**config.mk**
```make
export PLATFORM = sky130hd
export DESIGN_NAME = ingress_fifo_control
export DESIGN_NICKNAME = d
export VERILOG_FILES = /design/src/rtl/ingress_fifo_pkg.sv /design/src/rtl/ingress_fifo_control.sv
export SDC_FILE = /design/constraint.sdc
export NUM_CORES = 1
export LEC_CHECK = 0
export BUFFER_PORTS_ARGS = -buffer_cell sky130_fd_sc_hd__buf_2
export CORE_ASPECT_RATIO = 1.4
export CORE_UTILIZATION = 43
export DETAILED_ROUTE_END_ITERATION = 7
export PLACE_DENSITY = 0.63
export SLEW_MARGIN = 20
export SYNTH_ARGS = -nofsm -noshare
export SYNTH_HDL_FRONTEND = slang
export SYNTH_SLANG_ARGS = --single-unit
```
**constraint.sdc**
```tcl
create_clock -name sys_clk -period 5.6 [get_ports sys_clk]
set_input_delay 1.4 -clock sys_clk [delete_from_list [all_inputs] [get_ports sys_clk]]
set_output_delay 1.4 -clock sys_clk [all_outputs]
set_load 0.01 [all_outputs]
```
**src/rtl/ingress_fifo_pkg.sv**
```systemverilog
// Constants, register map and carrier types of the ingress FIFO control.
// Assumes one 100 MHz system clock and a 7-bit register address space.
package ingress_fifo_pkg;

  // ----------------------------------------------------------------
  // Register offsets
  // ----------------------------------------------------------------
  localparam logic [6:0] REG_MASTER_CONTROL = 7'h0f;
  localparam logic [6:0] REG_AGE_COUNTER = 7'h1f;
  localparam logic [6:0] REG_AGE_STEP = 7'h2f;
  localparam logic [6:0] REG_TRIGGER_SELECT = 7'h3f;
  localparam logic [6:0] REG_EVENT_COUNTER = 7'h4f;
  localparam logic [6:0] REG_BYPASS_MASK = 7'h5f;
  localparam logic [6:0] REG_CLASSIFIER = 7'h6f;

  // ----------------------------------------------------------------
  // Field positions
  // ----------------------------------------------------------------
  localparam int CTL_RESEND_HEADER = 13;
  localparam int CTL_BYPASS_INHIBIT = 12;
  localparam int CTL_PASS_FLOW = 11;
  localparam int CTL_MUTE_FULL_HALT = 7;
  localparam int CTL_POINTER_WIPE = 6;
  localparam int CTL_MAC_FAIL_DISREGARD = 18;
  localparam int TRG_PLANE_READ = 20;
  localparam int TRG_BAD_PLANE = 10;
  localparam int CLS_PAUSE_MARK = 24;
  localparam int AGE_STEP_WIDTH = 28;
  localparam int PORT_COUNT = 12;

  // ----------------------------------------------------------------
  // Reset values
  // ----------------------------------------------------------------
  localparam logic [31:0] CONTROL_RESET = 32'h0000_0071;
  localparam logic [31:0] AGE_COUNTER_RESET = 32'h0000_0000;
  localparam logic [27:0] AGE_STEP_RESET = 28'h000_0000;
  localparam logic [7:0] TRIGGER_RESET = 8'h00;
  localparam logic [31:0] EVENT_COUNTER_RESET = 32'h0000_0000;
  localparam logic [11:0] BYPASS_MASK_RESET = 12'h000;
  localparam logic [24:0] CLASSIFIER_RESET = 25'h000_0000;

  // ----------------------------------------------------------------
  // Classifier constants and RAM sweep length
  // ----------------------------------------------------------------
  localparam logic [39:0] BRIDGE_PREFIX = 40'h01_80c2_0000;
  localparam logic [15:0] PAUSE_ETHERTYPE = 16'h8808;
  localparam logic [11:0] CLEAR_LAST_ADDR = 12'hfff;

  typedef enum logic [1:0] {KIND_START, KIND_MID, KIND_PARTIAL, KIND_END} plane_kind_e;

  typedef struct packed {
    logic valid;
    logic firstHalfValid;
    logic secondHalfValid;
    logic macFail;
    plane_kind_e kind;
    logic [3:0] port;
  } plane_s;

  typedef struct packed {
    logic valid;
    logic [47:0] dmac;
    logic [15:0] etherType;
  } header_s;

endpackage

```
**src/rtl/ingress_fifo_control.sv**
```systemverilog
// Ingress FIFO control: sequencing, gating, aging, debug and classifier.
// Assumes all inputs synchronous to sys_clk and a single-cycle register port.
`timescale 1ns/100ps
module ingress_fifo_control (
  // Clock and reset
  input wire logic sys_clk,
  input wire logic rst_n,
  // Register port
  input wire logic [6:0] regAddr,
  input wire logic [31:0] regWrData,
  input wire logic regWr,
  input wire logic regRd,
  output logic [31:0] regRdData,
  // Input plane stream and header fields
  input wire ingress_fifo_pkg::plane_s plane,
  input wire ingress_fifo_pkg::header_s header,
  // Output side events and per-buffer state
  input wire logic planeRead,
  input wire logic [11:0] inhibit,
  input wire logic fullStop,
  input wire logic [11:0] hostFlowStatus,
  input wire logic [11:0] headRenew,
  input wire logic [11:0] bufferOccupied,
  // Gating and forwarded status
  output logic [11:0] txEnable,
  output logic [11:0] flowStatusOut,
  output logic fifoActive,
  // RAM clear sweep
  output logic ramClearWe,
  output logic [11:0] ramClearAddr,
  // Plane sequencing results
  output logic frameDone,
  output logic lengthHeaderPlane,
  output logic sequenceError,
  output logic planeDrop,
  // Aging
  output logic ageTick,
  output logic [11:0] agedFrame,
  // Classifier
  output logic controlFrameMark
);

  // ----------------------------------------------------------------
  // Registers
  // ----------------------------------------------------------------
  logic [31:0] masterControl;
  logic [31:0] ageCounter;
  logic [27:0] ageStep;
  logic [7:0] triggerSelect;
  logic badPlaneSticky;
  logic [31:0] eventCounter;
  logic [11:0] bypassMask;
  logic [24:0] classifier;

  wire wrControl = regWr && regAddr == ingress_fifo_pkg::REG_MASTER_CONTROL;
  wire wrAgeCounter = regWr && regAddr == ingress_fifo_pkg::REG_AGE_COUNTER;
  wire wrAgeStep = regWr && regAddr == ingress_fifo_pkg::REG_AGE_STEP;
  wire wrTrigger = regWr && regAddr == ingress_fifo_pkg::REG_TRIGGER_SELECT;
  wire wrEventCounter = regWr && regAddr == ingress_fifo_pkg::REG_EVENT_COUNTER;
  wire wrBypassMask = regWr && regAddr == ingress_fifo_pkg::REG_BYPASS_MASK;
  wire wrClassifier = regWr && regAddr == ingress_fifo_pkg::REG_CLASSIFIER;

  wire resendHeader = masterControl[ingress_fifo_pkg::CTL_RESEND_HEADER];
  wire bypassInhibit = masterControl[ingress_fifo_pkg::CTL_BYPASS_INHIBIT];
  wire passFlow = masterControl[ingress_fifo_pkg::CTL_PASS_FLOW];
  wire muteFullHalt = masterControl[ingress_fifo_pkg::CTL_MUTE_FULL_HALT];
  wire pointerWipe = masterControl[ingress_fifo_pkg::CTL_POINTER_WIPE];
  wire failDisregard = masterControl[ingress_fifo_pkg::CTL_MAC_FAIL_DISREGARD];
  wire planeReadTrigger = triggerSelect[ingress_fifo_pkg::TRG_PLANE_READ - 16];
  wire pauseMarking = classifier[ingress_fifo_pkg::CLS_PAUSE_MARK];

  always_ff @(posedge sys_clk or negedge rst_n) begin
    if (!rst_n) begin
      masterControl <= ingress_fifo_pkg::CONTROL_RESET;
      ageStep <= ingress_fifo_pkg::AGE_STEP_RESET;
      triggerSelect <= ingress_fifo_pkg::TRIGGER_RESET;
      bypassMask <= ingress_fifo_pkg::BYPASS_MASK_RESET;
      classifier <= ingress_fifo_pkg::CLASSIFIER_RESET;
    end else begin
      if (wrControl) masterControl <= regWrData;
      if (wrAgeStep) ageStep <= regWrData[27:0];
      if (wrTrigger) triggerSelect <= regWrData[23:16];
      if (wrBypassMask) bypassMask <= regWrData[11:0];
      if (wrClassifier) classifier <= regWrData[24:0];
    end
  end

  // ----------------------------------------------------------------
  // Read mux
  // ----------------------------------------------------------------
  logic [31:0] readValue;
  always_comb begin
    unique case (regAddr)
      ingress_fifo_pkg::REG_MASTER_CONTROL: readValue = masterControl;
      ingress_fifo_pkg::REG_AGE_COUNTER: readValue = ageCounter;
      ingress_fifo_pkg::REG_AGE_STEP: readValue = {4'h0, ageStep};
      ingress_fifo_pkg::REG_TRIGGER_SELECT:
        readValue = {8'h00, triggerSelect, 5'h00, badPlaneSticky, 10'h000};
      ingress_fifo_pkg::REG_EVENT_COUNTER: readValue = eventCounter;
      ingress_fifo_pkg::REG_BYPASS_MASK: readValue = {20'h0_0000, bypassMask};
      ingress_fifo_pkg::REG_CLASSIFIER: readValue = {7'h00, classifier};
      default: readValue = 32'h0000_0000;
    endcase
  end

  always_ff @(posedge sys_clk or negedge rst_n) begin
    if (!rst_n) regRdData <= 32'h0000_0000;
    else if (regRd) regRdData <= readValue;
    else regRdData <= 32'h0000_0000;
  end

  // ----------------------------------------------------------------
  // RAM clear sweep after reset
  // ----------------------------------------------------------------
  typedef enum logic {CLR_SWEEP, CLR_DONE} clear_state_e;
  clear_state_e clearState;
  always_ff @(posedge sys_clk or negedge rst_n) begin
    if (!rst_n) begin
      clearState <= CLR_SWEEP;
      ramClearAddr <= 12'h000;
      ramClearWe <= 1'b0;
    end else begin
      unique case (clearState)
        CLR_SWEEP: begin
          ramClearWe <= 1'b1;
          if (ramClearWe) ramClearAddr <= ramClearAddr + 12'h001;
          if (ramClearWe && ramClearAddr == ingress_fifo_pkg::CLEAR_LAST_ADDR) begin
            clearState <= CLR_DONE;
            ramClearWe <= 1'b0;
          end
        end
        CLR_DONE: ramClearWe <= 1'b0;
      endcase
    end
  end

  // ----------------------------------------------------------------
  // Output gating and flow status
  // ----------------------------------------------------------------
  // inactive while wiping or sweeping
  wire next_fifoActive = !pointerWipe && clearState == CLR_DONE;
  wire [11:0] inhibitHalt = inhibit & ~bypassMask & {12{!bypassInhibit}};
  wire fullHalt = fullStop && !muteFullHalt;
  wire [11:0] next_txEnable = {12{next_fifoActive && !fullHalt}} & ~inhibitHalt;

  always_ff @(posedge sys_clk or negedge rst_n) begin
    if (!rst_n) begin
      fifoActive <= 1'b0;
      txEnable <= 12'h000;
      flowStatusOut <= 12'h000;
    end else begin
      fifoActive <= next_fifoActive;
      txEnable <= next_txEnable;
      flowStatusOut <= passFlow ? hostFlowStatus : 12'h000;
    end
  end

  // ----------------------------------------------------------------
  // Plane sequencing per input port
  // ----------------------------------------------------------------
  typedef enum logic [1:0] {SEQ_IDLE, SEQ_BODY, SEQ_WAIT_LEN} seq_state_e;
  seq_state_e seqState [ingress_fifo_pkg::PORT_COUNT];
  wire portOk = plane.valid && plane.port < 4'hc;
  wire isStart = plane.kind == ingress_fifo_pkg::KIND_START;
  wire isLast = plane.kind == ingress_fifo_pkg::KIND_END
    || plane.kind == ingress_fifo_pkg::KIND_PARTIAL;
  seq_state_e curSeq, next_seq;
  logic next_done, next_lenHeader, next_error;
  assign curSeq = portOk ? seqState[plane.port] : SEQ_IDLE;
  always_comb begin
    next_seq = curSeq;
    next_done = 1'b0;
    next_lenHeader = 1'b0;
    next_error = 1'b0;
    unique case (curSeq)
      SEQ_IDLE: begin
        if (isStart) next_seq = SEQ_BODY;
        else next_error = 1'b1;
      end
      SEQ_BODY: begin
        if (isStart) next_error = 1'b1;
        else if (isLast) begin
          next_seq = resendHeader ? SEQ_WAIT_LEN : SEQ_IDLE;
          next_done = !resendHeader;
        end
      end
      SEQ_WAIT_LEN: begin
        next_seq = SEQ_IDLE;
        next_lenHeader = isStart;
        next_done = isStart;
        next_error = !isStart;
      end
      default: begin
        next_seq = SEQ_IDLE;
        next_error = 1'b1;
      end
    endcase
  end

  always_ff @(posedge sys_clk or negedge rst_n) begin
    if (!rst_n) begin
      for (int p = 0; p < ingress_fifo_pkg::PORT_COUNT; p++) seqState[p] <= SEQ_IDLE;
    end else if (portOk) begin
      seqState[plane.port] <= next_seq;
    end
  end

  always_ff @(posedge sys_clk or negedge rst_n) begin
    if (!rst_n) begin
      frameDone <= 1'b0;
      lengthHeaderPlane <= 1'b0;
      sequenceError <= 1'b0;
      planeDrop <= 1'b0;
    end else begin
      frameDone <= portOk && next_done;
      lengthHeaderPlane <= portOk && next_lenHeader;
      sequenceError <= portOk && next_error;
      planeDrop <= portOk && plane.macFail && !failDisregard;
    end
  end

  // ----------------------------------------------------------------
  // Shared aging timer
  // ----------------------------------------------------------------
  logic halfRate;
  wire [32:0] ageSum = {1'b0, ageCounter} + {5'h00, ageStep};
  wire ageStepEnable = halfRate && ageStep != ingress_fifo_pkg::AGE_STEP_RESET;
  always_ff @(posedge sys_clk or negedge rst_n) begin
    if (!rst_n) begin
      halfRate <= 1'b0;
      ageCounter <= ingress_fifo_pkg::AGE_COUNTER_RESET;
      ageTick <= 1'b0;
    end else begin
      halfRate <= !halfRate;
      ageTick <= !wrAgeCounter && ageStepEnable && ageSum[32];
      if (wrAgeCounter) ageCounter <= regWrData;
      else if (ageStepEnable) ageCounter <= ageSum[31:0];
    end
  end

  // ----------------------------------------------------------------
  // Per-buffer shadow registers
  // ----------------------------------------------------------------
  logic [11:0] shadowOne, shadowTwo;
  generate
    for (genvar b = 0; b < ingress_fifo_pkg::PORT_COUNT; b++) begin : g_buf
      always_ff @(posedge sys_clk or negedge rst_n) begin
        if (!rst_n) begin
          shadowOne[b] <= 1'b0;
          shadowTwo[b] <= 1'b0;
          agedFrame[b] <= 1'b0;
        end else begin
          if (headRenew[b]) begin
            shadowOne[b] <= 1'b0;
            shadowTwo[b] <= 1'b0;
          end else if (ageTick) begin
            shadowOne[b] <= 1'b1;
            shadowTwo[b] <= shadowOne[b];
          end
          // aged after one to two periods
          agedFrame[b] <= shadowTwo[b] && bufferOccupied[b] && !headRenew[b];
        end
      end
    end
  endgenerate

  // ----------------------------------------------------------------
  // Debug triggers, sticky flag and event counter
  // ----------------------------------------------------------------
  // plane read event
  wire planeReadEvent = planeReadTrigger && planeRead;
  wire badPlaneSeen = plane.valid && !plane.firstHalfValid && plane.secondHalfValid;
  wire badPlaneClear = wrTrigger && regWrData[ingress_fifo_pkg::TRG_BAD_PLANE];

  always_ff @(posedge sys_clk or negedge rst_n) begin
    if (!rst_n) badPlaneSticky <= 1'b0;
    else if (badPlaneSeen) badPlaneSticky <= 1'b1;
    else if (badPlaneClear) badPlaneSticky <= 1'b0;
  end

  always_ff @(posedge sys_clk or negedge rst_n) begin
    if (!rst_n) eventCounter <= ingress_fifo_pkg::EVENT_COUNTER_RESET;
    else if (wrEventCounter) eventCounter <= regWrData;
    else if (planeReadEvent) eventCounter <= eventCounter + 32'h0000_0001;
  end

  // ----------------------------------------------------------------
  // Control frame classifier
  // ----------------------------------------------------------------
  wire prefixHit = header.dmac[47:8] == ingress_fifo_pkg::BRIDGE_PREFIX;
  wire [3:0] lowNibble = header.dmac[3:0];
  wire [1:0] blockSel = header.dmac[5:4];
  wire blockOk = header.dmac[7:6] == 2'b00 && blockSel != 2'b11;
  wire [7:0] blockMask = 8'({7'h00, classifier} >> (8 * blockSel));
  wire singleHit = lowNibble < 4'h7 && blockMask[lowNibble[2:0]];
  wire dmacHit = header.valid && prefixHit && blockOk && (blockMask[7] || singleHit);
  wire pauseHit = header.valid && pauseMarking
    && header.etherType == ingress_fifo_pkg::PAUSE_ETHERTYPE;

  always_ff @(posedge sys_clk or negedge rst_n) begin
    if (!rst_n) controlFrameMark <= 1'b0;
    else controlFrameMark <= dmacHit || pauseHit;
  end
endmodule

```
==> impl_metrics.env <==
export IMPL_status="completed"
export IMPL_grt_pass1_vias=12566
export IMPL_ys_ff_latch=308
export IMPL_drc=0
export IMPL_die_w_um=162
export IMPL_cts_sinks=308
export IMPL_n_antenna_cell=0
export IMPL_finalMaxSlewViolations=0
export IMPL_clock_power_share_pct=34.9
export IMPL_tightest_slew_ns=1.10
export IMPL_synth_area_leaders="dfrtp_1, mux2_2, nand2_1"
export IMPL_finClkSkew_ns=0.0168
export IMPL_layout_commonest_cell="dfrtp_1"
export IMPL_rows=81
export IMPL_r2r_cells=10
export IMPL_setup_viol=0
export IMPL_synth_cell_types=84
export IMPL_layout_min_cycle_time_ns=3.55
export IMPL_end_kind="flop"
export IMPL_antenna_found_initial=1
export IMPL_dr_pass1_iters=5
export IMPL_drt_iter0_drc=1007
export IMPL_grt_total_usage_pct=24.7
export IMPL_syn2layout_area_growth_pct=17.8
export IMPL_utilization_pct=51.7
export IMPL_holdPathEnd="halfRate"
export IMPL_hp_start="halfRate"
export IMPL_tns_ns=0
export IMPL_vias=12269
export IMPL_wl_per_cell_um=20.8
export IMPL_relSlewSlack_pct=27.0
export IMPL_place_gp_congestion=0.929
export IMPL_nNetsFinal=1889
export IMPL_path_max_fanout=12
export IMPL_clkLatencyLatePin_ns=0.58
export IMPL_cts_made_buffers=30
export IMPL_p_comb_share_pct=21.4
export IMPL_critPathSlowestCell="mux4_1"
export IMPL_core_area_mm2=0.0352
export IMPL_cts_hold_buf=0
export IMPL_multi_input_area_mm2=0.00733
export IMPL_final_setup_worst_slack_ns=2.05
export IMPL_totalWireLength_um=45100
export IMPL_synth_warnings=0
export IMPL_r2r_end="ageCounter[26]"
export IMPL_start_util_pct=43.9
export IMPL_final_hold_violation_count=0
export IMPL_vdd_ir_drop_max_mv=0.222
export IMPL_p_switching_mw=1.87
export IMPL_drive_gt1_share_pct=28.2
export IMPL_grt_ovfl_total=0
export IMPL_rsz0062_at_grt="false"
export IMPL_fmaxAchievable_ghz=0.282
export IMPL_r2r_slack_ns=2.57
export IMPL_p_seq_share_pct=43.7
export IMPL_portBuffers=255
export IMPL_r2r_start="ageStep[0]"
export IMPL_seq_area_frac_synth_pct=50.0
export IMPL_critPathMaxStageDelay_ns=0.58
export IMPL_hp_class="flop to flop"
export IMPL_yosys_area_top_type="dfrtp_1"
export IMPL_seq_area_mm2=0.00771
export IMPL_grt_max_degree=140
export IMPL_ys_dominant_reg_cell="dfrtp_1"
export IMPL_die_h_um=226
export IMPL_syn_area_mm2=0.0154
export IMPL_cp_data_arrival_time_ns=4.00
export IMPL_clk_path_buf_depth=3
export IMPL_grt_pass1_wl_um=69900
export IMPL_period_share_pct=63.4
export IMPL_cp_cell_sequence="buf_2 -> mux4_1 -> mux2i_1 -> nor2_1 -> o21a_1 -> ha_1 -> and2b_1 -> a21oi_1 -> a21oi_2 -> a31o_1 -> mux2_2"
export IMPL_cts_resized=0
export IMPL_post_cts_buffers=0
export IMPL_synth_nets=1656
export IMPL_cts_tree="yes"
export IMPL_place_hpwl_um=33500
export IMPL_nFillCells=3209
export IMPL_synth_edf_count=0
export IMPL_synth_async_reset_ratio_pct=100
export IMPL_clk_pin_slew_ns=0.06
export IMPL_sw_frac_of_total_pct=30.1
export IMPL_holdWs_ns=0.481
export IMPL_syn_mean_instance_area_um2=10.6
export IMPL_antenna_left=0
export IMPL_syn_inst=1453
export IMPL_min_path_cells=1
export IMPL_crit_type="input pin to flop"
export IMPL_cap_violations=0
export IMPL_place_worst_setup_slack_ns=1.51
export IMPL_p_int_mw=4.32
export IMPL_h_tree_depth=1
export IMPL_synth_top_cell_area_share_pct=49.3
export IMPL_cp_required_ns=6.05
export IMPL_vias_per_cell=5.67
export IMPL_cts_root_buf="clkbuf_16"
export IMPL_num_io_pins=256
export IMPL_crit_path_start_kind="input pin"
export IMPL_p_leak_nw=8.71
export IMPL_die_area_mm2=0.0366
export IMPL_final_cell_mix="dfrtp_1, buf_2, nand2_1"
export IMPL_power_per_cell_area_mw_per_mm2=341
[worst max path at each step]
stage	from	endpoint	cells past startpoint
floorplan	plane[0]	seqState[7]	12
global route	plane[0]	seqState[3]	11
global placement	plane[0]	seqState[1]	11
finish	plane[0]	seqState[3]	11
detailed placement	plane[0]	seqState[17]	11
CTS	plane[0]	seqState[3]	11
[power by group through the flow]
stage | combinational, mW | sequential (mW) | clock (mW)
2_1_floorplan | 0.969 | 2.63 | 0
3_3_place_gp | 1.28 | 2.73 | 0
3_5_place_dp | 1.32 | 2.74 | 0
4_1_cts | 1.32 | 2.70 | 2.20
5_1_grt | 1.49 | 2.73 | 2.27
6_report | 1.32 | 2.71 | 2.16
[synthesized netlist by cell type, types with 13 or more instances]
library cell / number
nor4_1: 14
a31oi_1: 13
buf_2: 22
o21ai_1: 29
and2_1: 22
dfrtp_1: 304
inv_1: 17
ha_1: 34
a21o_1: 13
nand4_1: 16
xor2_1: 30
clkbuf_1: 34
o21ai_0: 49
mux2_2: 132
and3_1: 25
xnor2_1: 35
nand2_1: 150
a222oi_1: 14
a21oi_1: 91
nor3_1: 15
mux2i_1: 46
nor2_1: 147
nand3_1: 36
a221oi_1: 14
[final cells by class]
class	count	share of cell area, %
sequential	308	42.4
clock buffer	46	5.13
inverter	17	0.351
timing repair buffer	272	7.92
multi-input combinational	1057	40.3
tap	456	3.14
clock inverter	9	0.675
[flip-flops by register name, indices dropped and copies added (netlist names), 8 cells and up]
| name | cells |
|---|---|
| ageCounter | 32 |
| eventCounter | 32 |
| masterControl | 32 |
| regRdData | 32 |
| ageStep | 28 |
| classifier | 25 |
| seqState | 24 |
| agedFrame | 12 |
| bypassMask | 12 |
| flowStatusOut | 12 |
| ramClearAddr | 12 |
| shadowOne | 12 |
| shadowTwo | 12 |
| txEnable | 12 |
| triggerSelect | 8 |
[cell families (layout without fill, tap and decap cells)]
group / after synthesis / after routing / synth area share, %
AOI/OAI and AO/OA: 288 / 288 / 11.8
xor gates and xnor gates: 65 / 65 / 3.69
adders and majority gates: 35 / 35 / 2.89
buffers and inverters: 88 / 344 / 2.57
DFF: 308 / 308 / 50.0
muxes: 192 / 192 / 14.4
and+or+nand+nor: 477 / 477 / 14.7
[metrics by stage]
step / instances / area, um^2 / power [mW]
after global placement: 2110 / 17100 / 4.02
after detailed placement: 2110 / 17100 / 4.06
final: 2165 / 18200 / 6.19
after global routing: 2165 / 18200 / 6.49
after floorplan: 1453 / 15400 / 3.60
after CTS: 2165 / 18200 / 6.22
[layer usage]
layer | track usage [%] | vias to the layer above | part of all wire (%)
met1 | 30.1 | 6055 | 40
met4 | 8.89 | 2 | 3.2
li1 | - | 5681 | -
met2 | 44.4 | 454 | 51
met5 | 0 | - | 0.029
met3 | 2.99 | 77 | 5.7
[worst max-delay path, delay by kind of cell]
family          cells  cell delay (ns)
compound gates      4             0.81
buf+inv             1             0.22
simple gates        2             0.25
fa+ha+maj           1             0.26
mux                 3             1.06
(Power assumes the default switching activity.)
